### config.mk
export PLATFORM = sky130hd
export DESIGN_NAME = adcsc_top
export DESIGN_NICKNAME = d
export VERILOG_FILES = /design/src/adcsc_pkg.sv /design/src/adcsc_sync.sv /design/src/adcsc_top.sv
export SDC_FILE = /design/constraint.sdc
export NUM_CORES = 1
export LEC_CHECK = 0
export BUFFER_PORTS_ARGS = -buffer_cell sky130_fd_sc_hd__buf_2
export CORE_UTILIZATION = 64
export CTS_BUF_LIST = sky130_fd_sc_hd__clkbuf_2 sky130_fd_sc_hd__clkbuf_4 sky130_fd_sc_hd__clkbuf_8
export DETAILED_ROUTE_END_ITERATION = 8
export PLACE_DENSITY = 0.9
export SYNTH_ARGS = -nofsm -noshare
export SYNTH_HDL_FRONTEND = slang
export SYNTH_SLANG_ARGS = --single-unit
export TNS_END_PERCENT = 5
### constraint.sdc
create_clock -name core_clk -period 4.3 [get_ports core_clk]
set_input_delay 0 -clock core_clk [delete_from_list [all_inputs] [get_ports core_clk]]
set_output_delay 0 -clock core_clk [all_outputs]
set_load 0.1 [all_outputs]
### src/adcsc_pkg.sv
// package: constants and carrier types for the adc serial sampling control block
package adcsc_pkg;
  // command codes, top nibble of a frame
  localparam logic [3:0] CMD_SELECT_BASE = 4'h0;
  localparam logic [3:0] CMD_SELF_TEST_BASE = 4'hB;
  localparam logic [3:0] CMD_SW_POWERDOWN = 4'h8;
  localparam logic [3:0] CMD_READ_FIFO = 4'hE;
  localparam logic [3:0] CMD_CONFIG_WRITE = 4'hA;
  localparam logic [3:0] CMD_SWEEP_WRITE = 4'hF;
  localparam logic [3:0] CMD_NOP = 4'h9;
  // frame layout
  localparam int FRAME_BITS = 16;
  localparam int CMD_BITS = 4;
  localparam int DATA_BITS = 12;
  // edge count at which sampling starts
  localparam logic [4:0] SAMPLE_START_EDGE = 5'h04;
  // sampling lengths in serial clocks
  localparam logic [4:0] SAMPLE_SHORT_SCLKS = 5'h0C;
  localparam logic [4:0] SAMPLE_LONG_SCLKS = 5'h18;
  // configuration field positions
  localparam int CFG_LONG_SAMPLE_BIT = 0;
  localparam int CFG_SCLK_CONV_BIT = 1;
  localparam int CFG_INT_MODE_BIT = 2;
  localparam int CFG_AUTO_PD_BIT = 3;
  localparam int CFG_SWEEP_EN_BIT = 4;
  localparam logic [11:0] CFG_RESET = 12'h000;
  localparam logic [7:0] SWEEP_RESET = 8'hFF;
  // conversion length in conversion clocks
  localparam logic [4:0] CONV_CLOCKS = 5'h0E;
  localparam int FIFO_DEPTH = 8;
  localparam int SYNC_STAGES = 3;

  typedef struct packed {
    logic sclk;
    logic cs_n;
    logic fs_n;
    logic sin;
    logic start_n;
    logic pd_n;
  } adcsc_pins_type;

  typedef struct packed {
    logic long_sample;
    logic sclk_conv;
    logic int_mode;
    logic auto_pd;
    logic sweep_en;
  } adcsc_cfg_type;
endpackage

### src/adcsc_sync.sv
// three-flop pin synchroniser with agreement of the last two stages
module adcsc_sync #(
  parameter int WIDTH = 6
) (
  // clock and reset
  input wire logic core_clk,
  input wire logic rst,
  // pins
  input wire logic [WIDTH-1:0] pin_in,
  output logic [WIDTH-1:0] pin_out
);
  logic [WIDTH-1:0] s1_q;
  logic [WIDTH-1:0] s2_q;
  logic [WIDTH-1:0] s3_q;

  always_ff @(posedge core_clk or posedge rst) begin
    if (rst) begin
      s1_q <= '1;
      s2_q <= '1;
      s3_q <= '1;
    end else begin
      s1_q <= pin_in;
      s2_q <= s1_q;
      s3_q <= s2_q;
    end
  end

  // a change counts only once stages two and three agree
  genvar i;
  generate
    for (i = 0; i < WIDTH; i++) begin : g_agree
      always_ff @(posedge core_clk or posedge rst) begin
        if (rst) begin
          pin_out[i] <= 1'b1;
        end else if (s2_q[i] == s3_q[i]) begin
          pin_out[i] <= s3_q[i];
        end
      end
    end
  endgenerate
endmodule // adcsc_sync

### src/adcsc_top.sv
// serial front end, sampling control, conversion sequencing and result fifo
// Functional notes
// - normal sampling starts by itself after the fourth serial clock edge
// - sampling lasts 12 or 24 serial clocks by configuration
// - extended sampling: sample start pin low time sets the sampling period
// - conversion clock is the internal oscillator or the serial clock
// - chip select fall clears edge counter, enables input only if frame sync is high, drives output
// - input stops at 16 edges or chip select rise, whichever first
// - results sit in an eight-deep fifo read out serially
// - multiplexer picks an input channel or one of three self-test levels
// - software, hardware pin and automatic power-down modes
// - automatic sweep steps channels without a select per channel
// - one selected analog input is sampled at a time
// - frames go msb first: 4-bit command, config writes add 12 data bits
// - capture on rising edges with frame sync high, falling when framed
// - frame sync fall clears counter and enables input regardless of chip select
// - end of conversion low from sampling end to data ready; int mode low from data ready until next chip select or frame sync fall
module adcsc_top #(
  parameter int CHANNELS = 8,
  parameter int FIFO_DEPTH = adcsc_pkg::FIFO_DEPTH
) (
  // clock and reset
  input wire logic core_clk,
  input wire logic rst,
  // serial link pins
  input wire logic sclk,
  input wire logic cs_n,
  input wire logic frame_sync,
  input wire logic serial_in,
  output logic serial_out,
  output logic serial_out_oe_n,
  // control pins
  input wire logic sample_start_pin,
  input wire logic hw_powerdown_n,
  input wire logic internal_conv_oscillator,
  // converter side
  input wire logic [11:0] conv_data,
  output logic [3:0] mux_select,
  output logic sampling,
  output logic converting,
  output logic powered_down,
  output logic eoc_int_n
);
  typedef enum logic [2:0] {IDLE, SAMPLE, EXT_SAMPLE, CONVERT, STORE} adcsc_state_type;

  adcsc_pkg::adcsc_pins_type raw;
  adcsc_pkg::adcsc_pins_type pin;
  adcsc_pkg::adcsc_pins_type pin_q;
  adcsc_pkg::adcsc_cfg_type cfg;
  logic osc_q;
  logic osc_s_q;
  logic osc_r_q;

  assign raw = '{sclk: sclk, cs_n: cs_n, fs_n: frame_sync, sin: serial_in,
                 start_n: sample_start_pin, pd_n: hw_powerdown_n};

  adcsc_sync #(
    .WIDTH($bits(adcsc_pkg::adcsc_pins_type))
  ) u_sync (
    .core_clk(core_clk),
    .rst(rst),
    .pin_in(raw),
    .pin_out(pin)
  );

  always_ff @(posedge core_clk or posedge rst) begin
    if (rst) begin
      pin_q <= '1;
      osc_q <= 1'b0;
      osc_s_q <= 1'b0;
      osc_r_q <= 1'b0;
    end else begin
      pin_q <= pin;
      osc_q <= internal_conv_oscillator;
      osc_s_q <= osc_q;
      osc_r_q <= osc_s_q;
    end
  end

  wire sclk_rise = pin.sclk & ~pin_q.sclk;
  wire sclk_fall = ~pin.sclk & pin_q.sclk;
  wire cs_fall = ~pin.cs_n & pin_q.cs_n;
  wire cs_rise = pin.cs_n & ~pin_q.cs_n;
  wire fs_fall = ~pin.fs_n & pin_q.fs_n;
  wire osc_rise = osc_s_q & ~osc_r_q;

  // ---- serial frame ----
  logic [4:0] edge_cnt_q;
  logic in_en_q;
  logic framed_q;
  logic [15:0] shift_q;
  logic frame_done_q;
  logic [4:0] sample_cnt_q;

  wire cap_edge = framed_q ? sclk_fall : sclk_rise;
  wire take_bit = in_en_q & cap_edge & ~cs_rise;

  always_ff @(posedge core_clk or posedge rst) begin
    if (rst) begin
      edge_cnt_q <= 5'h00;
      in_en_q <= 1'b0;
      framed_q <= 1'b0;
      shift_q <= 16'h0000;
      frame_done_q <= 1'b0;
    end else begin
      frame_done_q <= 1'b0;
      if (fs_fall) begin
        edge_cnt_q <= 5'h00;
        in_en_q <= 1'b1;
        framed_q <= 1'b1;
      end else if (cs_fall) begin
        edge_cnt_q <= 5'h00;
        in_en_q <= pin.fs_n;
        framed_q <= 1'b0;
      end else if (cs_rise) begin
        in_en_q <= 1'b0;
      end else if (take_bit) begin
        shift_q <= {shift_q[14:0], pin.sin};
        edge_cnt_q <= edge_cnt_q + 5'h01;
        if (edge_cnt_q == 5'(adcsc_pkg::FRAME_BITS - 1)) begin
          in_en_q <= 1'b0;
          frame_done_q <= 1'b1;
        end
      end
    end
  end

  // ---- command decode and configuration ----
  logic [11:0] cfg_q;
  logic [7:0] sweep_mask_q;
  logic [3:0] sel_q;
  logic sw_pd_q;
  logic read_pop;

  assign cfg = '{long_sample: cfg_q[adcsc_pkg::CFG_LONG_SAMPLE_BIT],
                 sclk_conv: cfg_q[adcsc_pkg::CFG_SCLK_CONV_BIT],
                 int_mode: cfg_q[adcsc_pkg::CFG_INT_MODE_BIT],
                 auto_pd: cfg_q[adcsc_pkg::CFG_AUTO_PD_BIT],
                 sweep_en: cfg_q[adcsc_pkg::CFG_SWEEP_EN_BIT]};

  wire [3:0] cmd = shift_q[15:12];
  // command nibble is known once four bits are in
  wire cmd_ready = take_bit & (edge_cnt_q == adcsc_pkg::SAMPLE_START_EDGE - 5'h01);
  wire [3:0] cmd_now = {shift_q[2:0], pin.sin};
  wire cmd_is_select = cmd_now < 4'(CHANNELS);
  wire cmd_is_test = cmd_now >= adcsc_pkg::CMD_SELF_TEST_BASE && cmd_now < adcsc_pkg::CMD_READ_FIFO;
  wire start_conv = cmd_ready & (cmd_is_select | cmd_is_test | (cfg.sweep_en & cmd_now == adcsc_pkg::CMD_NOP));
  assign read_pop = cmd_ready & (cmd_now == adcsc_pkg::CMD_READ_FIFO);

  function automatic logic [3:0] next_sweep(input logic [3:0] cur, input logic [7:0] mask);
    logic [3:0] n;
    n = cur;
    for (int k = 1; k <= 8; k++) begin
      if (mask[3'(cur + 4'(k))] && n == cur) begin
        n = {1'b0, 3'(cur + 4'(k))};
      end
    end
    return n;
  endfunction

  always_ff @(posedge core_clk or posedge rst) begin
    if (rst) begin
      cfg_q <= adcsc_pkg::CFG_RESET;
      sweep_mask_q <= adcsc_pkg::SWEEP_RESET;
      sel_q <= 4'h0;
      sw_pd_q <= 1'b0;
    end else begin
      if (frame_done_q && cmd == adcsc_pkg::CMD_CONFIG_WRITE) begin
        cfg_q <= shift_q[11:0];
      end
      if (frame_done_q && cmd == adcsc_pkg::CMD_SWEEP_WRITE) begin
        sweep_mask_q <= shift_q[7:0];
      end
      if (cmd_ready && cmd_now == adcsc_pkg::CMD_SW_POWERDOWN) begin
        sw_pd_q <= 1'b1;
      end else if (cs_fall || fs_fall) begin
        sw_pd_q <= 1'b0;
      end
      if (cmd_ready && (cmd_is_select || cmd_is_test)) begin
        sel_q <= cmd_now;
      end else if (cmd_ready && cfg.sweep_en && cmd_now == adcsc_pkg::CMD_NOP) begin
        // step as sampling starts so the input stays put while it is sampled
        sel_q <= next_sweep(sel_q, sweep_mask_q);
      end
    end
  end

  // ---- sampling and conversion sequencer ----
  adcsc_state_type state_q;
  logic [4:0] conv_cnt_q;
  wire conv_tick = cfg.sclk_conv ? sclk_rise : osc_rise;
  wire [4:0] sample_len = cfg.long_sample ? adcsc_pkg::SAMPLE_LONG_SCLKS : adcsc_pkg::SAMPLE_SHORT_SCLKS;
  logic fifo_push;

  always_ff @(posedge core_clk or posedge rst) begin
    if (rst) begin
      state_q <= IDLE;
      sample_cnt_q <= 5'h00;
      conv_cnt_q <= 5'h00;
    end else begin
      case (state_q)
        IDLE: begin
          if (start_conv && !powered_down) begin
            sample_cnt_q <= 5'h00;
            state_q <= pin.start_n ? SAMPLE : EXT_SAMPLE;
          end else if (!pin.start_n && pin_q.start_n && pin.cs_n && !powered_down) begin
            state_q <= EXT_SAMPLE;
          end
        end
        SAMPLE: begin
          if (cap_edge) begin
            sample_cnt_q <= sample_cnt_q + 5'h01;
            if (sample_cnt_q == sample_len - 5'h01) begin
              conv_cnt_q <= 5'h00;
              state_q <= CONVERT;
            end
          end else if (cs_rise) begin
            conv_cnt_q <= 5'h00;
            state_q <= CONVERT;
          end
        end
        EXT_SAMPLE: begin
          if (pin.start_n && pin.cs_n) begin
            conv_cnt_q <= 5'h00;
            state_q <= CONVERT;
          end
        end
        CONVERT: begin
          if (conv_tick) begin
            conv_cnt_q <= conv_cnt_q + 5'h01;
            if (conv_cnt_q == adcsc_pkg::CONV_CLOCKS - 5'h01) begin
              state_q <= STORE;
            end
          end
        end
        STORE: state_q <= IDLE;
        default: state_q <= IDLE;
      endcase
    end
  end
  assign fifo_push = state_q == STORE;

  // ---- result fifo ----
  localparam int AW = $clog2(FIFO_DEPTH);
  logic [11:0] mem_q [FIFO_DEPTH];
  logic [AW-1:0] wr_q;
  logic [AW-1:0] rd_q;
  logic [AW:0] count_q;
  wire do_pop = read_pop && count_q != '0;
  wire do_push = fifo_push && count_q != (AW+1)'(FIFO_DEPTH);

  always_ff @(posedge core_clk or posedge rst) begin
    if (rst) begin
      wr_q <= '0;
      rd_q <= '0;
      count_q <= '0;
    end else begin
      if (do_push) begin
        mem_q[wr_q] <= conv_data;
        wr_q <= AW'(wr_q + 1'b1);
      end
      if (do_pop) begin
        rd_q <= AW'(rd_q + 1'b1);
      end
      // a push into a full fifo is dropped
      if (do_push && !do_pop) begin
        count_q <= count_q + 1'b1;
      end else if (do_pop && !do_push) begin
        count_q <= count_q - 1'b1;
      end
    end
  end

  // ---- serial output ----
  logic [11:0] out_q;
  always_ff @(posedge core_clk or posedge rst) begin
    if (rst) begin
      serial_out <= 1'b0;
      serial_out_oe_n <= 1'b1;
      out_q <= 12'h000;
    end else begin
      serial_out_oe_n <= pin.cs_n & ~framed_q;
      if (cs_rise) begin
        serial_out_oe_n <= 1'b1;
      end
      if ((cs_fall || fs_fall) && count_q == '0) begin
        out_q <= 12'h000;
      end else if (cs_fall || fs_fall) begin
        out_q <= mem_q[rd_q];
      end else if (sclk_fall && !pin.cs_n) begin
        out_q <= {out_q[10:0], 1'b0};
      end
      serial_out <= out_q[11];
    end
  end

  // ---- status outputs ----
  always_ff @(posedge core_clk or posedge rst) begin
    if (rst) begin
      mux_select <= 4'h0;
      sampling <= 1'b0;
      converting <= 1'b0;
      powered_down <= 1'b0;
      eoc_int_n <= 1'b1;
    end else begin
      mux_select <= sel_q;
      sampling <= state_q == SAMPLE || state_q == EXT_SAMPLE;
      converting <= state_q == CONVERT;
      powered_down <= ~pin.pd_n | sw_pd_q | (cfg.auto_pd & state_q == IDLE);
      if (cfg.int_mode) begin
        if (fifo_push) begin
          eoc_int_n <= 1'b0;
        end else if (cs_fall || fs_fall) begin
          eoc_int_n <= 1'b1;
        end
      end else begin
        eoc_int_n <= state_q != CONVERT;
      end
    end
  end
endmodule // adcsc_top

# Word level (Yosys, flattened, before mapping)
# Memory sizes are Yosys's and may differ from the RTL's.
# Index checks and enable logic that the tools add are counted.
[word_totals]
ram_bits = 96
elab_cells = 279
n_memories = 1
inputBits = 21
output_inout_bits = 10
regBits = 118
[op_classes]
eq_ne = 38
bitwise = 29
magnitude_cmp = 11
mux = 91
addsub = 16
n_reduce_logical = 54
[mem_list]
columns = ["memory", "words", "word_bits", "rd", "rd_clocked_by_memory_dff", "write_ports", "line_no", "source"]
rows = [
  ["mem_q", 8, 12, 1, 0, 1, "adcsc_top.sv:245", "logic [11:0] mem_q [FIFO_DEPTH];"],
]
[op_table]
columns = ["cell", "count"]
rows = [
  ["$mux 4", 26],
  ["$mux 5", 12],
  ["$mux 12", 3],
  ["$lt 3x4->1 const B", 8],
  ["$mux 1", 30],
  ["$eq 4x4->1", 7],
  ["$logic_and 1x1->1", 26],
  ["$bmux 1 s3", 8],
  ["$mux 3", 8],
  ["$eq 4x4->1 const B", 5],
  ["$add 5x1->5 const B", 3],
  ["$pmux 5 s3", 1],
  ["$and 1x1->1", 14],
  ["$add 3x1->3 const B", 4],
  ["$add 3x3->3 const B", 4],
  ["$pmux 3 s4", 1],
  ["$reduce_bool 4->1", 3],
  ["$not 1->1", 11],
  ["$eq 5x4->1 const B", 2],
  ["$ne 2x2->1 const B", 5],
  ["$pmux 5 s2", 1],
  ["$reduce_bool 2->1", 5],
  ["$ne 3x3->1 const B", 3],
  ["$reduce_bool 3->1", 3],
  ["26 further kinds", 46],
]

# Logic depth before layout (Yosys ltp)
# Gate-level depths: netlist of run 1.
[depth]
depth_word = 45
depth_mapped = 14
mapped_depth_nobuf = 14

# By module
# Synthesis of run 1 repeated with hierarchy kept, for this count alone.
[unflattened]
hier_cells = 662
hier_area_um2 = 9598.0
[modules_own_cells]
columns = ["mod", "seq_area_each_um2", "area_per_inst_um2", "cells_per_inst", "n_inst"]
rows = [
  ["adcsc_top", 5252.5, 8896.0, 631, 1],
  ["adcsc_sync", 630.6, 701.9, 31, 1],
]

# Worst setup path after synthesis of run 1
# OpenSTA, ideal clock, no wires.
[synth_timing]
path_kind = "input port to flip-flop"
startpoint = "input rst"
endpoint = "memory mem_q[1][0] (enable)"
setup_slack_ns = 0.009
stages = 3
required_ns = 3.904
setup_time_ns = 0.396
path_buffers = 0
arrival_time_ns = 3.894
cell_sequence = "inv_1 nand3_1 nor3_1"
[synth_between]
elab_chain_len = 3
[synth_rtl]
columns = ["element", "line_no", "source"]
rows = [
  ["start: declaration", "adcsc_top.sv:24", "input wire logic rst,"],
  ["$logic_not 1->1 (no source line)", "--", ""],
  ["$logic_and 1x1->1 (not written as such)", "adcsc_top.sv:259", "mem_q[wr_q] <= conv_data;"],
  ["$mux 1 (not written as such)", "adcsc_top.sv:259", ""],
  ["end: declaration", "adcsc_top.sv:245", ""],
]
# Every way passes these cells.

# Final worst setup path of run 1
[layout_timing]
startpoint = "register sel_q[0]"
endpoint = "register sel_q[3]"
[layout_between]
elab_chain_len = 41
elab_cells_between_ends = 62
classes_between = "add/sub (8); eq/ne (7); mux (40); reduce/logical (7)"
[layout_rtl]
columns = ["element", "line_no", "source"]
rows = [
  ["start: declaration", "adcsc_top.sv:131", "logic [3:0] sel_q;"],
  ["start signal: assignment", "adcsc_top.sv:180", "sel_q <= cmd_now;"],
  ["start signal: assignment", "adcsc_top.sv:183", "sel_q <= next_sweep(sel_q, sweep_mask_q);"],
  ["$add 3x1->3", "adcsc_top.sv:154, adcsc_top.sv:155", ""],
  ["$bmux 1 s3", "adcsc_top.sv:154", "if (mask[3'(cur + 4'(k))] && n == cur) begin"],
  ["$mux 1 (not written as such)", "adcsc_top.sv:154", ""],
  ["$mux 4", "adcsc_top.sv:154", ""],
  ["$mux 4", "adcsc_top.sv:181", "end else if (cmd_ready && cfg.sweep_en && cmd_now == adcsc_pkg::CMD_NOP) begin"],
  ["$mux 4", "adcsc_top.sv:179", "if (cmd_ready && (cmd_is_select || cmd_is_test)) begin"],
  ["$eq 4x4->1", "adcsc_top.sv:154", ""],
  ["$logic_and 1x1->1", "adcsc_top.sv:154", ""],
  ["[... 25 more ...]", "--", ""],
  ["$mux 4", "adcsc_top.sv:154", ""],
  ["$mux 4", "adcsc_top.sv:181", ""],
  ["$mux 4", "adcsc_top.sv:179", ""],
  ["$eq 4x4->1", "adcsc_top.sv:154", ""],
  ["$logic_and 1x1->1", "adcsc_top.sv:154", ""],
  ["$mux 4 (*)", "adcsc_top.sv:154", ""],
  ["$mux 4 (*)", "adcsc_top.sv:181", ""],
  ["$mux 4 (*)", "adcsc_top.sv:179", ""],
]
# Every way passes the cells marked *; elsewhere a longest branch is shown, timed or not. The select of a mux whose other input is x is not followed.
# A chain may end at the register's enable or synchronous reset.

==> summary.md, run 1 <==
| Metric | Value |
|---|---|
| Status | `finished, final reports clean` |
| Setup Buffers After CTS | `0` |
| LEAKAGE | `0.00412 uW` |
| DRC | `0` |
| Layout Utilization | `75.1%` |
| Comb power frac | `15.7%` |
| Switching Share | `29.2%` |
| Clock share of power | `34.3%` |
| Share of the synthesized area in the top cell type | `30.9%` |
| Register bit total from synthesis | `214` |
| Dpl hpwl | `12.0 mm` |
| # diodes | `0` |
| Cell variety after synth | `70` |
| Critical Path Fanout Max | `12` |
| Startpoint type of the worst setup path | `register` |
| Wire per inst | `20.8 um` |
| Worst setup slack after layout | `0.414 ns` |
| Total vias in the final route | `5724` |
| Initial antenna violation count | `0` |
| Largest net degree at the start of global routing | `75` |
| Most used DFF post-synth | `edfxtp_1` |
| Layout cell share with drive strength beyond 1 | `30.1%` |
| IO Pins | `31` |
| Setup_tns | `0 ns` |
| Synth top area cells | `edfxtp_1, dfrtp_1, dfstp_2` |
| CTS Buf Count | `35` |
| Critical Path RT | `4.67 ns` |
| Pwr Density | `481 nW/um^2` |
| GRT Resource Usage Total | `27.3%` |
| Most frequent cells in the layout | `edfxtp_1, dfrtp_1, clkbuf_8, dfstp_2` |
| Async S/R FF share, synth | `55.1%` |
| Final setup viols | `0` |
| DRT Wirelength | `18.9 mm` |
| Max transition margin | `15.4%` |
| Internal Pwr Total | `3590 uW` |
| Pre-Repair DR Iteration Count | `5` |
| Starting density of the core | `66.4%` |
| Area leader, netlist | `edfxtp_1` |
| Die ar. | `15100 sq um` |
| Std cell rows | `43` |
| Die Width | `123 um` |
| Commonest non-fill, non-tap cell in the layout | `edfxtp_1` |
| Syn_area_per_cell | `14.7 sq um` |
| P&R area growth vs syn | `13.1%` |
| Htree depth | `2` |
| Critical path type | `register to register` |
| Clk_lat worst skew | `0.51 ns` |
| Peak VDD IR | `0.342 mV` |
| Fmax | `0.257 GHz` |
| Syn Inst Count | `635` |
| Max-cap violations | `0` |
| I/O Buffers | `30` |
| Clk slew on worst S/H paths | `0.06 ns` |
| Syn nets | `671` |
| Final GP Congestion | `0.951` |
| Synth warn | `0` |
| First-pass GRT wire length | `30.6 mm` |
| RSZ-0062 raised after global routing | `no` |
| Clk sink count | `214` |
| Grt total ovfl | `0` |
| Die Y | `123 um` |
| CORE AREA | `14000 sq um` |
| Vias per cell | `6.30` |
| Clock buffer depth | `3` |
| Net Sw Power | `1480 uW` |
| Part of the power in registers | `50.0%` |
| Post-synth EDFFs | `96` |
| Antenna Nets Post-Route | `0` |
| Tmin final | `3.89 ns` |
| Post-Syn Area | `9330 sq um` |
| # nets final | `740` |
| Slew Viols, Final | `0` |
| Clk_skew | `0.0160 ns` |
| Worst slew pin tran | `1.26 ns` |
| Pre-CTS WS | `0.447 ns` |
| Final Hold Vio Count | `0` |
| Sequential element share of the synthesized area | `63.1%` |
| CP endpoint kind | `register` |
| Worst EP arrival | `4.26 ns` |
| Clk Tree Root Cell | `clkbuf_8` |
| Fin crit share | `90.4%` |
| CTS tree | `done` |
| Vias in the first global route | `6169` |
| Initial DRC count | `462` |
| Worst hold-check path type | `primary input to async pin` |
-- through the flow --
stage	hold slack (ns)	cells	total power, uW	instance area [sq um]
2_1_floorplan	0.00448	635	3120	9330
3_3_place_gp	0.0728	827	3240	9660
3_5_place_dp	0.0893	827	3330	9660
4_1_cts	0.100	908	5080	10600
5_1_grt	0.121	908	5280	10600
6_report	0.0820	908	5070	10600
-- power by group through the flow --
stage                     logic, uW  clock network [uW]  registers (uW)
after floorplan                 488                   0            2630
after global placement          702                   0            2540
after detailed placement        770                   0            2560
after CTS                       797                1760            2530
after global routing            864                1860            2550
final                           799                1740            2540
-- sequential cells by signal (all words and copies together) (netlist names), 3 cells and up --
name            cells
u_sync.s2_q         6
cfg_q               5
count_q             4
mux_select          4
shift_q            16
pin_q               4
sel_q               4
sweep_mask_q        8
conv_cnt_q          5
out_q              12
rd_q                3
mem_q              96
u_sync.s3_q         6
wr_q                3
state_q             3
sample_cnt_q        5
u_sync.s1_q         6
edge_cnt_q          5
u_sync.pin_out      6
-- logic make-up after synthesis --
kind of cell             after synthesis  share of synthesized area (%)
flip-flops                           214                           63.1
multiplexers                         100                           15.9
adder cells (fa/ha/maj)               21                           2.74
XOR/XNOR                              18                           1.69
AO/OA/AOI/OAI                         98                           6.96
AND/OR/NAND/NOR                      136                           7.47
buffers and inverters                 48                           2.17
-- cells in the mapped netlist (6+ instances only) --
| master | count |
|---|---|
| a31oi_1 | 7 |
| o22ai_1 | 14 |
| ha_1 | 14 |
| xor2_1 | 7 |
| mux4_2 | 32 |
| mux2i_1 | 28 |
| nand2b_1 | 8 |
| nand2_1 | 33 |
| a21oi_1 | 23 |
| inv_1 | 17 |
| nor3_1 | 10 |
| xnor2_1 | 11 |
| edfxtp_1 | 96 |
| maj3_1 | 6 |
| clkbuf_1 | 19 |
| mux2_2 | 34 |
| dfrtp_1 | 80 |
| dfstp_2 | 38 |
| nand3_1 | 7 |
| nand4_1 | 6 |
| nor2_1 | 34 |
| o21ai_0 | 17 |
-- cell type report --
type	instances	area, sq um
clock buffers	49	606
clock inverters	12	80.1
well taps	180	225
inverters	19	73.8
fillers	804	3490
repair buffers	61	433
multi-input cells	373	3250
flip-flops and latches	214	5880
-- metal layers --
layer	share of wire, %	track usage [%]	vias to the layer above
met5	0	0	-
met4	2.5	11.3	0
met3	5.2	5.20	52
met2	55	49.1	220
met1	38	32.0	2906
li1	-	-	2546
-- critical path: stages (launching register included) --
cell      delay [ns]
dfrtp_1         0.62
clkinv_1        0.31
ha_1            0.67
mux2_2          0.43
mux4_2          0.59
or3_4           0.43
a211oi_2        0.15
a31oi_1         0.07
o22a_2          0.22
xnor2_1         0.17
a21oi_1         0.09
-- path summary, 6_finish.rpt --
path	from	endpoint	slack [ns]	cells after the start
worst max-delay path	sel_q[0]	sel_q[3]	0.41	10
worst min-delay path	rst	wr_q[1]	0.08	3
worst max register to register	sel_q[0]	sel_q[3]	0.41	10
worst min register to register	u_sync.s1_q[2]	u_sync.s2_q[2]	0.35	0
max in group asynchronous	rst	mux_select[1]	2.86	4
min in group core_clk	internal_conv_oscillator	osc_q	0.13	2
-- repair_timing --
action | in CTS | in global routing
hold buffers | 20 | 0
endpoints found under the hold margin | 147 | 0
resized for setup | 0 | 0
(Power assumes the default switching activity.)
==> run 2, diff against run 1 <==
- CELL_PAD_IN_SITES_DETAIL_PLACEMENT: unset -> 0
- CELL_PAD_IN_SITES_GLOBAL_PLACEMENT: unset -> 1
- CORE_UTILIZATION: 64 -> 54
- PLACE_DENSITY: 0.9 -> 0.89
- REMOVE_ABC_BUFFERS: unset -> 1
- SYNTH_HIERARCHICAL: unset -> 1
==> summary.md, run 2 <==
| Metric | Value |
|---|---|
| Worst EP arrival | `4.03 ns` |
| Largest net degree at the start of global routing | `75` |
| Largest regs | `mem_q: 96 flops, shift_q: 16 flops, out_q: 12 flops` |
| Crit-path slowest cell | `mux4_2` |
| Most used DFF post-synth | `edfxtp_1` |
| Largest register FFs | `96` |
| Clk sink count | `214` |
| Pre-Repair DR Iteration Count | `4` |
| Status | `finished, final reports clean` |
| CORE AREA | `17400 sq um` |
| LEAKAGE | `0.00415 uW` |
| Internal Pwr Total | `3520 uW` |
| Critical path type | `register to register` |
| Sequential element share of the synthesized area | `61.3%` |
| Synth top area cells | `edfxtp_1, dfrtp_1, dfstp_2` |
| Syn_area_per_cell | `14.5 sq um` |
| Clock buffer depth | `3` |
| CP Cell Sequence | `buf_4, ha_1, xor2_1, mux4_2, a31o_1, o211ai_1, o211ai_2, nor4_2, a221oi_2, o31a_1, o21ai_2` |
| CP Buf/Inv Count | `1` |
| M2 GR Usage | `38.7%` |
| Grt total ovfl | `0` |
| Starting density of the core | `55.3%` |
| # diodes | `0` |
| P&R area growth vs syn | `13.3%` |
| DRT Wirelength | `18.7 mm` |
| Cell variety after synth | `77` |
| Register bit total from synthesis | `214` |
| Htree depth | `2` |
| Critical Path Fanout Max | `22` |
| RSZ-0062 raised after global routing | `no` |
| Final setup viols | `0` |
| I/O Buffers | `30` |
| First-pass GRT wire length | `30.5 mm` |
| Total vias in the final route | `5662` |
| Met3 GRT Util | `3.78%` |
| Initial antenna violation count | `0` |
| Startpoint type of the worst setup path | `register` |
| Fin crit share | `83.7%` |
| Worst hold-check path type | `primary input to async pin` |
| Dpl hpwl | `12.2 mm` |
| Die Y | `135 um` |
| Part of the power in registers | `51.0%` |
| Global route hottest layer | `met2` |
| Critical Path RT | `4.73 ns` |
| Die Width | `135 um` |
| Share of the synthesized area in the top cell type | `30.0%` |
| Switching Share | `29.2%` |
| Antenna Nets Post-Route | `0` |
| Crit-path leading delay family | `compound AO/OA/AOI/OAI gates` |
| Setup_tns | `0 ns` |
| M1 GR Usage | `26.9%` |
| Worst slew pin tran | `1.21 ns` |
| Most frequent cell after synthesis | `edfxtp_1` |
| Clk_lat worst skew | `0.53 ns` |
| Hold WS | `0.0636 ns` |
| Die ar. | `18300 sq um` |
| Most frequent cells in the layout | `edfxtp_1, dfrtp_1, nor2_1` |
| Post-Syn Area | `9600 sq um` |
| GRT Resource Usage Total | `21.9%` |
| CTS Buf Count | `34` |
| Pwr Density | `457 nW/um^2` |
| Net Sw Power | `1450 uW` |
| Clk slew on worst S/H paths | `0.06 ns` |
| Commonest cells post-synth | `edfxtp_1, dfrtp_1, nor2_1` |
| CTS tree | `done` |
| Max transition margin | `18.9%` |
| Peak VDD IR | `0.541 mV` |
| Async S/R FF share, synth | `55.1%` |
| Layout cell share with drive strength beyond 1 | `29.8%` |
| Clock share of power | `33.6%` |
| CP endpoint kind | `register` |
| Area leader, netlist | `edfxtp_1` |
| Fmax | `0.278 GHz` |
| Std cell rows | `48` |
| Wire per inst | `19.1 um` |
| Commonest non-fill, non-tap cell in the layout | `edfxtp_1` |
| Syn Inst Count | `662` |
| Final GP Congestion | `0.810` |
| Max-cap violations | `0` |
| Synth warn | `6` |
| IO Pins | `31` |
| Vias in the first global route | `6056` |
| Largest stage delay, worst path | `0.66 ns` |
| Initial DRC count | `261` |
| Vias per cell | `5.78` |
| Clk_skew | `0.0227 ns` |
| Final Hold Vio Count | `0` |
| # nets final | `769` |
| Comb power frac | `15.4%` |
| Tmin final | `3.60 ns` |
| Post-CTS sizing | `0` |
| Clk Tree Root Cell | `clkbuf_8` |
| Slew Viols, Final | `0` |
| Post-synth EDFFs | `96` |
| DRC | `0` |
| Largest reg by FF count | `mem_q` |
[run 2: cell count changes in the layout (fill, tap and decap cells not counted), sizes merged, moves of 4 or more]
cell,previous run,this run
a22oi,4,0
mux2i,28,39
nand3,7,12
nor2,34,42
nor4,1,5
o21ai,19,27
or3,5,1
[run 2: final timing paths]
check | start | endpoint | slack (ns) | cells past startpoint
min | rst | wr_q[1] | 0.06 | 3
min reg2reg | osc_q | osc_s_q | 0.35 | 0
max | sel_q[1] | sel_q[2] | 0.70 | 11
min in group core_clk | hw_powerdown_n | u_sync/s1_q[0] | 0.13 | 2
max in group asynchronous | rst | mux_select[0] | 3.03 | 4
max reg2reg | sel_q[1] | sel_q[2] | 0.70 | 11
[run 2: cell type report]
cell class / instances / area, sq um
Multi-Input combinational cell: 402 / 3550
Clock inverter: 11 / 60.1
Fill cell: 1294 / 6480
Timing Repair Buffer: 61 / 433
Tap cell: 225 / 282
Inverter: 20 / 77.6
Sequential cell: 214 / 5880
Clock buffer: 47 / 597
[run 2: stage by stage]
step	util [%]	std cells	setup slack (ns)	power (uW)	area (sq um)
after floorplan	-	636	0.741	3100	9470
after global placement	57.7	902	0.811	3270	10000
after detailed placement	57.7	902	0.742	3320	10000
after CTS	62.7	980	0.715	5010	10900
after global routing	62.7	980	0.494	5200	10900
final	62.7	980	0.702	4970	10900
[run 2: tightest hold or removal path: stages]
cell           delay [ns]
dlygate4sd3_1        0.54
buf_2                0.19
inv_4                0.24
[run 2: metal layers]
metal,part of all wire [%],wire [um],vias up
met5,0,0,-
li1,-,-,2665
met1,42,7850,2860
met4,1.7,321,0
met2,53,9860,109
met3,3.6,674,28
[run 2: repair_timing]
action                    4_1_cts  5_1_grt
setup buffers                   0        0
hold endpoints to repair      127        0
hold buffers                   20        0
[run 2: power groups by stage]
stage               sequential, uW  clock [uW]  combinational, uW
floorplan                     2660           0                438
global placement              2550           0                716
detailed placement            2570           0                752
CTS                           2530        1700                769
global route                  2560        1790                848
finish                        2530        1670                767
[run 2: cells by family (layout without fill, tap and decap cells)]
family	Yosys count	after routing	share of synthesized area, %
AO/OA/AOI/OAI	100	100	7.13
XOR/XNOR	19	19	1.81
adder cells (fa/ha/maj)	21	21	2.74
buffers and inverters	46	139	2.12
flip-flops	214	214	61.3
multiplexers	111	111	16.8
AND/OR/NAND/NOR	151	151	8.08
==> run 3, diff against run 2 <==
- ABC_AREA: unset -> 1
- CORE_UTILIZATION: 54 -> 51
- PLACE_DENSITY: 0.89 -> 0.9
- clock period: 4.3 -> 3.7 ns (I/O delays scaled with it)
==> summary.md, run 3 <==
| Metric | Value |
|---|---|
| Die ar. | `19200 sq um` |
| LEAKAGE | `0.00451 uW` |
| Starting density of the core | `52.4%` |
| Syn_area_per_cell | `10.3 sq um` |
| Pre-Repair DR Iteration Count | `5` |
| Clk_lat worst skew | `0.52 ns` |
| CP endpoint kind | `register` |
| Area leader, netlist | `edfxtp_1` |
| Final Hold Vio Count | `0` |
| Pwr Density | `538 nW/um^2` |
| Fillers | `1478` |
| Initial antenna violation count | `0` |
| Most used DFF post-synth | `edfxtp_1` |
| Tmin final | `3.38 ns` |
| Most frequent cells in the layout | `nand2_1, o21ai_0, edfxtp_1` |
| Largest net degree at the start of global routing | `72` |
| Worst slew pin tran | `0.956 ns` |
| Largest register FFs | `96` |
| Total vias in the final route | `6817` |
| Placed cell count | `1175` |
| Sequential element share of the synthesized area | `61.9%` |
| Grt total ovfl | `0` |
| Syn Inst Count | `927` |
| Wire per inst | `15.6 um` |
| Fin crit share | `91.3%` |
| Critical Path Fanout Max | `4` |
| Share of the synthesized area in the top cell type | `30.3%` |
| CORE AREA | `18100 sq um` |
| FF-to-FF End | `count_q[3]` |
| Status | `finished, final reports clean` |
| CTS tree | `done` |
| Critical Path RT | `4.10 ns` |
| CTS Buf Count | `36` |
| Commonest cells post-synth | `nand2_1, o21ai_0, edfxtp_1` |
| RSZ-0062 raised after global routing | `no` |
| Clk slew on worst S/H paths | `0.06 ns` |
| RR Startpoint | `pin_q[5]` |
| R2r setup slk | `0.32 ns` |
| P&R area growth vs syn | `15.1%` |
| GRT Resource Usage Total | `21.4%` |
| Commonest non-fill, non-tap cell in the layout | `nand2_1` |
| Final setup viols | `0` |
| Total power | `5890 uW` |
| Worst EP arrival | `3.78 ns` |
| First-pass GRT wire length | `33.0 mm` |
| Final cell count without fillers | `1264` |
| Antenna Nets Post-Route | `0` |
| Layout cell share with drive strength beyond 1 | `20.2%` |
| Clk_skew | `0.0279 ns` |
| Std cell rows | `49` |
| Synth top area cells | `edfxtp_1, dfrtp_1, dfstp_2` |
| DRC | `0` |
| Register bit total from synthesis | `214` |
| Vias per cell | `5.39` |
| Fmax | `0.296 GHz` |
| Vias in the first global route | `6694` |
| Startpoint type of the worst setup path | `register` |
| DRT Wirelength | `19.7 mm` |
| Clk Tree Root Cell | `clkbuf_8` |
| FF-to-FF path depth | `17` |
| Worst hold-check path type | `primary input to register` |
| Critical path type | `register to register` |
| IO Pins | `31` |
| Most frequent cell after synthesis | `nand2_1` |
| Initial DRC count | `553` |
| Synth warn | `6` |
| Largest regs | `mem_q: 96 flops, shift_q: 16 flops, out_q: 12 flops` |
| Peak VDD IR | `0.361 mV` |
| # nets final | `1044` |
| Htree depth | `2` |
| Worst setup slack after layout | `0.323 ns` |
| I/O Buffers | `30` |
| Setup crit end | `count_q[3]` |
| Setup_tns | `0 ns` |
| Max transition margin | `35.9%` |
| Dpl hpwl | `12.4 mm` |
| Die Width | `139 um` |
| Die Y | `139 um` |
| Setup crit start | `pin_q[5]` |
| Clk sink count | `214` |
| Layout Utilization | `60.3%` |
| Post-Syn Area | `9510 sq um` |
| Async S/R FF share, synth | `55.1%` |
| Clock buffer depth | `3` |
| Post-synth EDFFs | `96` |
| Storage cell area | `5880 sq um` |
| Slew Viols, Final | `0` |
| Max-cap violations | `0` |
| Cell variety after synth | `56` |
| Largest reg by FF count | `mem_q` |
| Pre-CTS WS | `0.240 ns` |
| Final GP Congestion | `0.880` |
| # diodes | `0` |
| Multi-input gate area | `3170 sq um` |
[run 3: cell count changes in the layout (fill, tap and decap cells not counted), sizes merged, moves of 8 or more]
cell,delta
mux4,-35
o21ai,+87
o211ai,+11
buf,+11
nand2b,-9
clkbuf,+8
mux2,-36
nor2,+47
nand3,+65
inv,+71
mux2i,-38
o22ai,+13
nand2,+135
[run 3: routing by layer]
layer | GRT usage [%] | up-vias | part of all wire, %
li1 | - | 3340 | -
met3 | 3.73 | 28 | 4.1
met1 | 29.3 | 3303 | 46
met4 | 6.86 | 0 | 1.8
met2 | 34.9 | 146 | 48
met5 | 0 | - | 0
[run 3: repair_timing]
| action | in CTS | in global routing |
|---|---|---|
| hold endpoints to repair | 167 | 0 |
| gates resized for setup | 0 | 1 |
| buffers inserted | 0 | 4 |
| hold buffers | 20 | 0 |
| endpoints found under the setup margin | 0 | 1 |
[run 3: layout make-up]
type                       instances  area share, %
multi-input combinational        591           28.9
timing repair buffer              72           4.71
sequential                       214           53.8
clock buffer                      55           6.23
tap                              229           2.62
inverter                          93           3.27
clock inverter                    10          0.492
[run 3: cells by family (layout without fill, tap and decap cells)]
kind of cell    Yosys count  count (layout)  share of synthesized area [%]
buf+inv                 122             230                           5.17
xor+xnor                  9               9                          0.987
simple gates            370             370                           17.9
compound gates          195             195                           11.7
fa+ha+maj                15              15                           2.05
mux                       2               2                          0.224
flops                   214             214                           61.9
[run 3: critical path, cell delays in order (launching register included)]
cell	delay [ns]
dfstp_2	0.51
inv_1	0.05
or2_1	0.23
o21ai_2	0.17
inv_2	0.06
nor3_2	0.21
nand3_1	0.19
nor3_4	0.22
nand4_1	0.19
ha_1	0.28
inv_1	0.13
ha_1	0.28
and3_1	0.16
a211oi_1	0.23
nor2_1	0.07
nor2_1	0.09
nand2_1	0.06
xor2_1	0.13
[run 3: worst min path at each step]
stage,from,slack [ns],cells after the start,end
floorplan,hw_powerdown_n,0.004,0,u_sync/s1_q[0]
global placement,frame_sync,0.10,1,u_sync/s1_q[3]
detailed placement,frame_sync,0.11,1,u_sync/s1_q[3]
CTS,sclk,0.09,2,u_sync/s1_q[5]
global route,internal_conv_oscillator,0.09,2,osc_q
finish,frame_sync,0.13,2,u_sync/s1_q[3]
[run 3: where the power goes]
part           internal [uW]  total [uW]  switching (uW)
sequential              2720        2890             165
clock                   1180        2090             912
combinational            282         904             621
total                   4190        5890            1700
[run 3: per-stage QoR]
| step | instance area, sq um | hold WS [ns] |
|---|---|---|
| finish | 10900 | 0.128 |
| global route | 10900 | 0.0888 |
| CTS | 10900 | 0.0909 |
| detailed placement | 9970 | 0.106 |
| global placement | 9970 | 0.105 |
| floorplan | 9370 | 0.00448 |
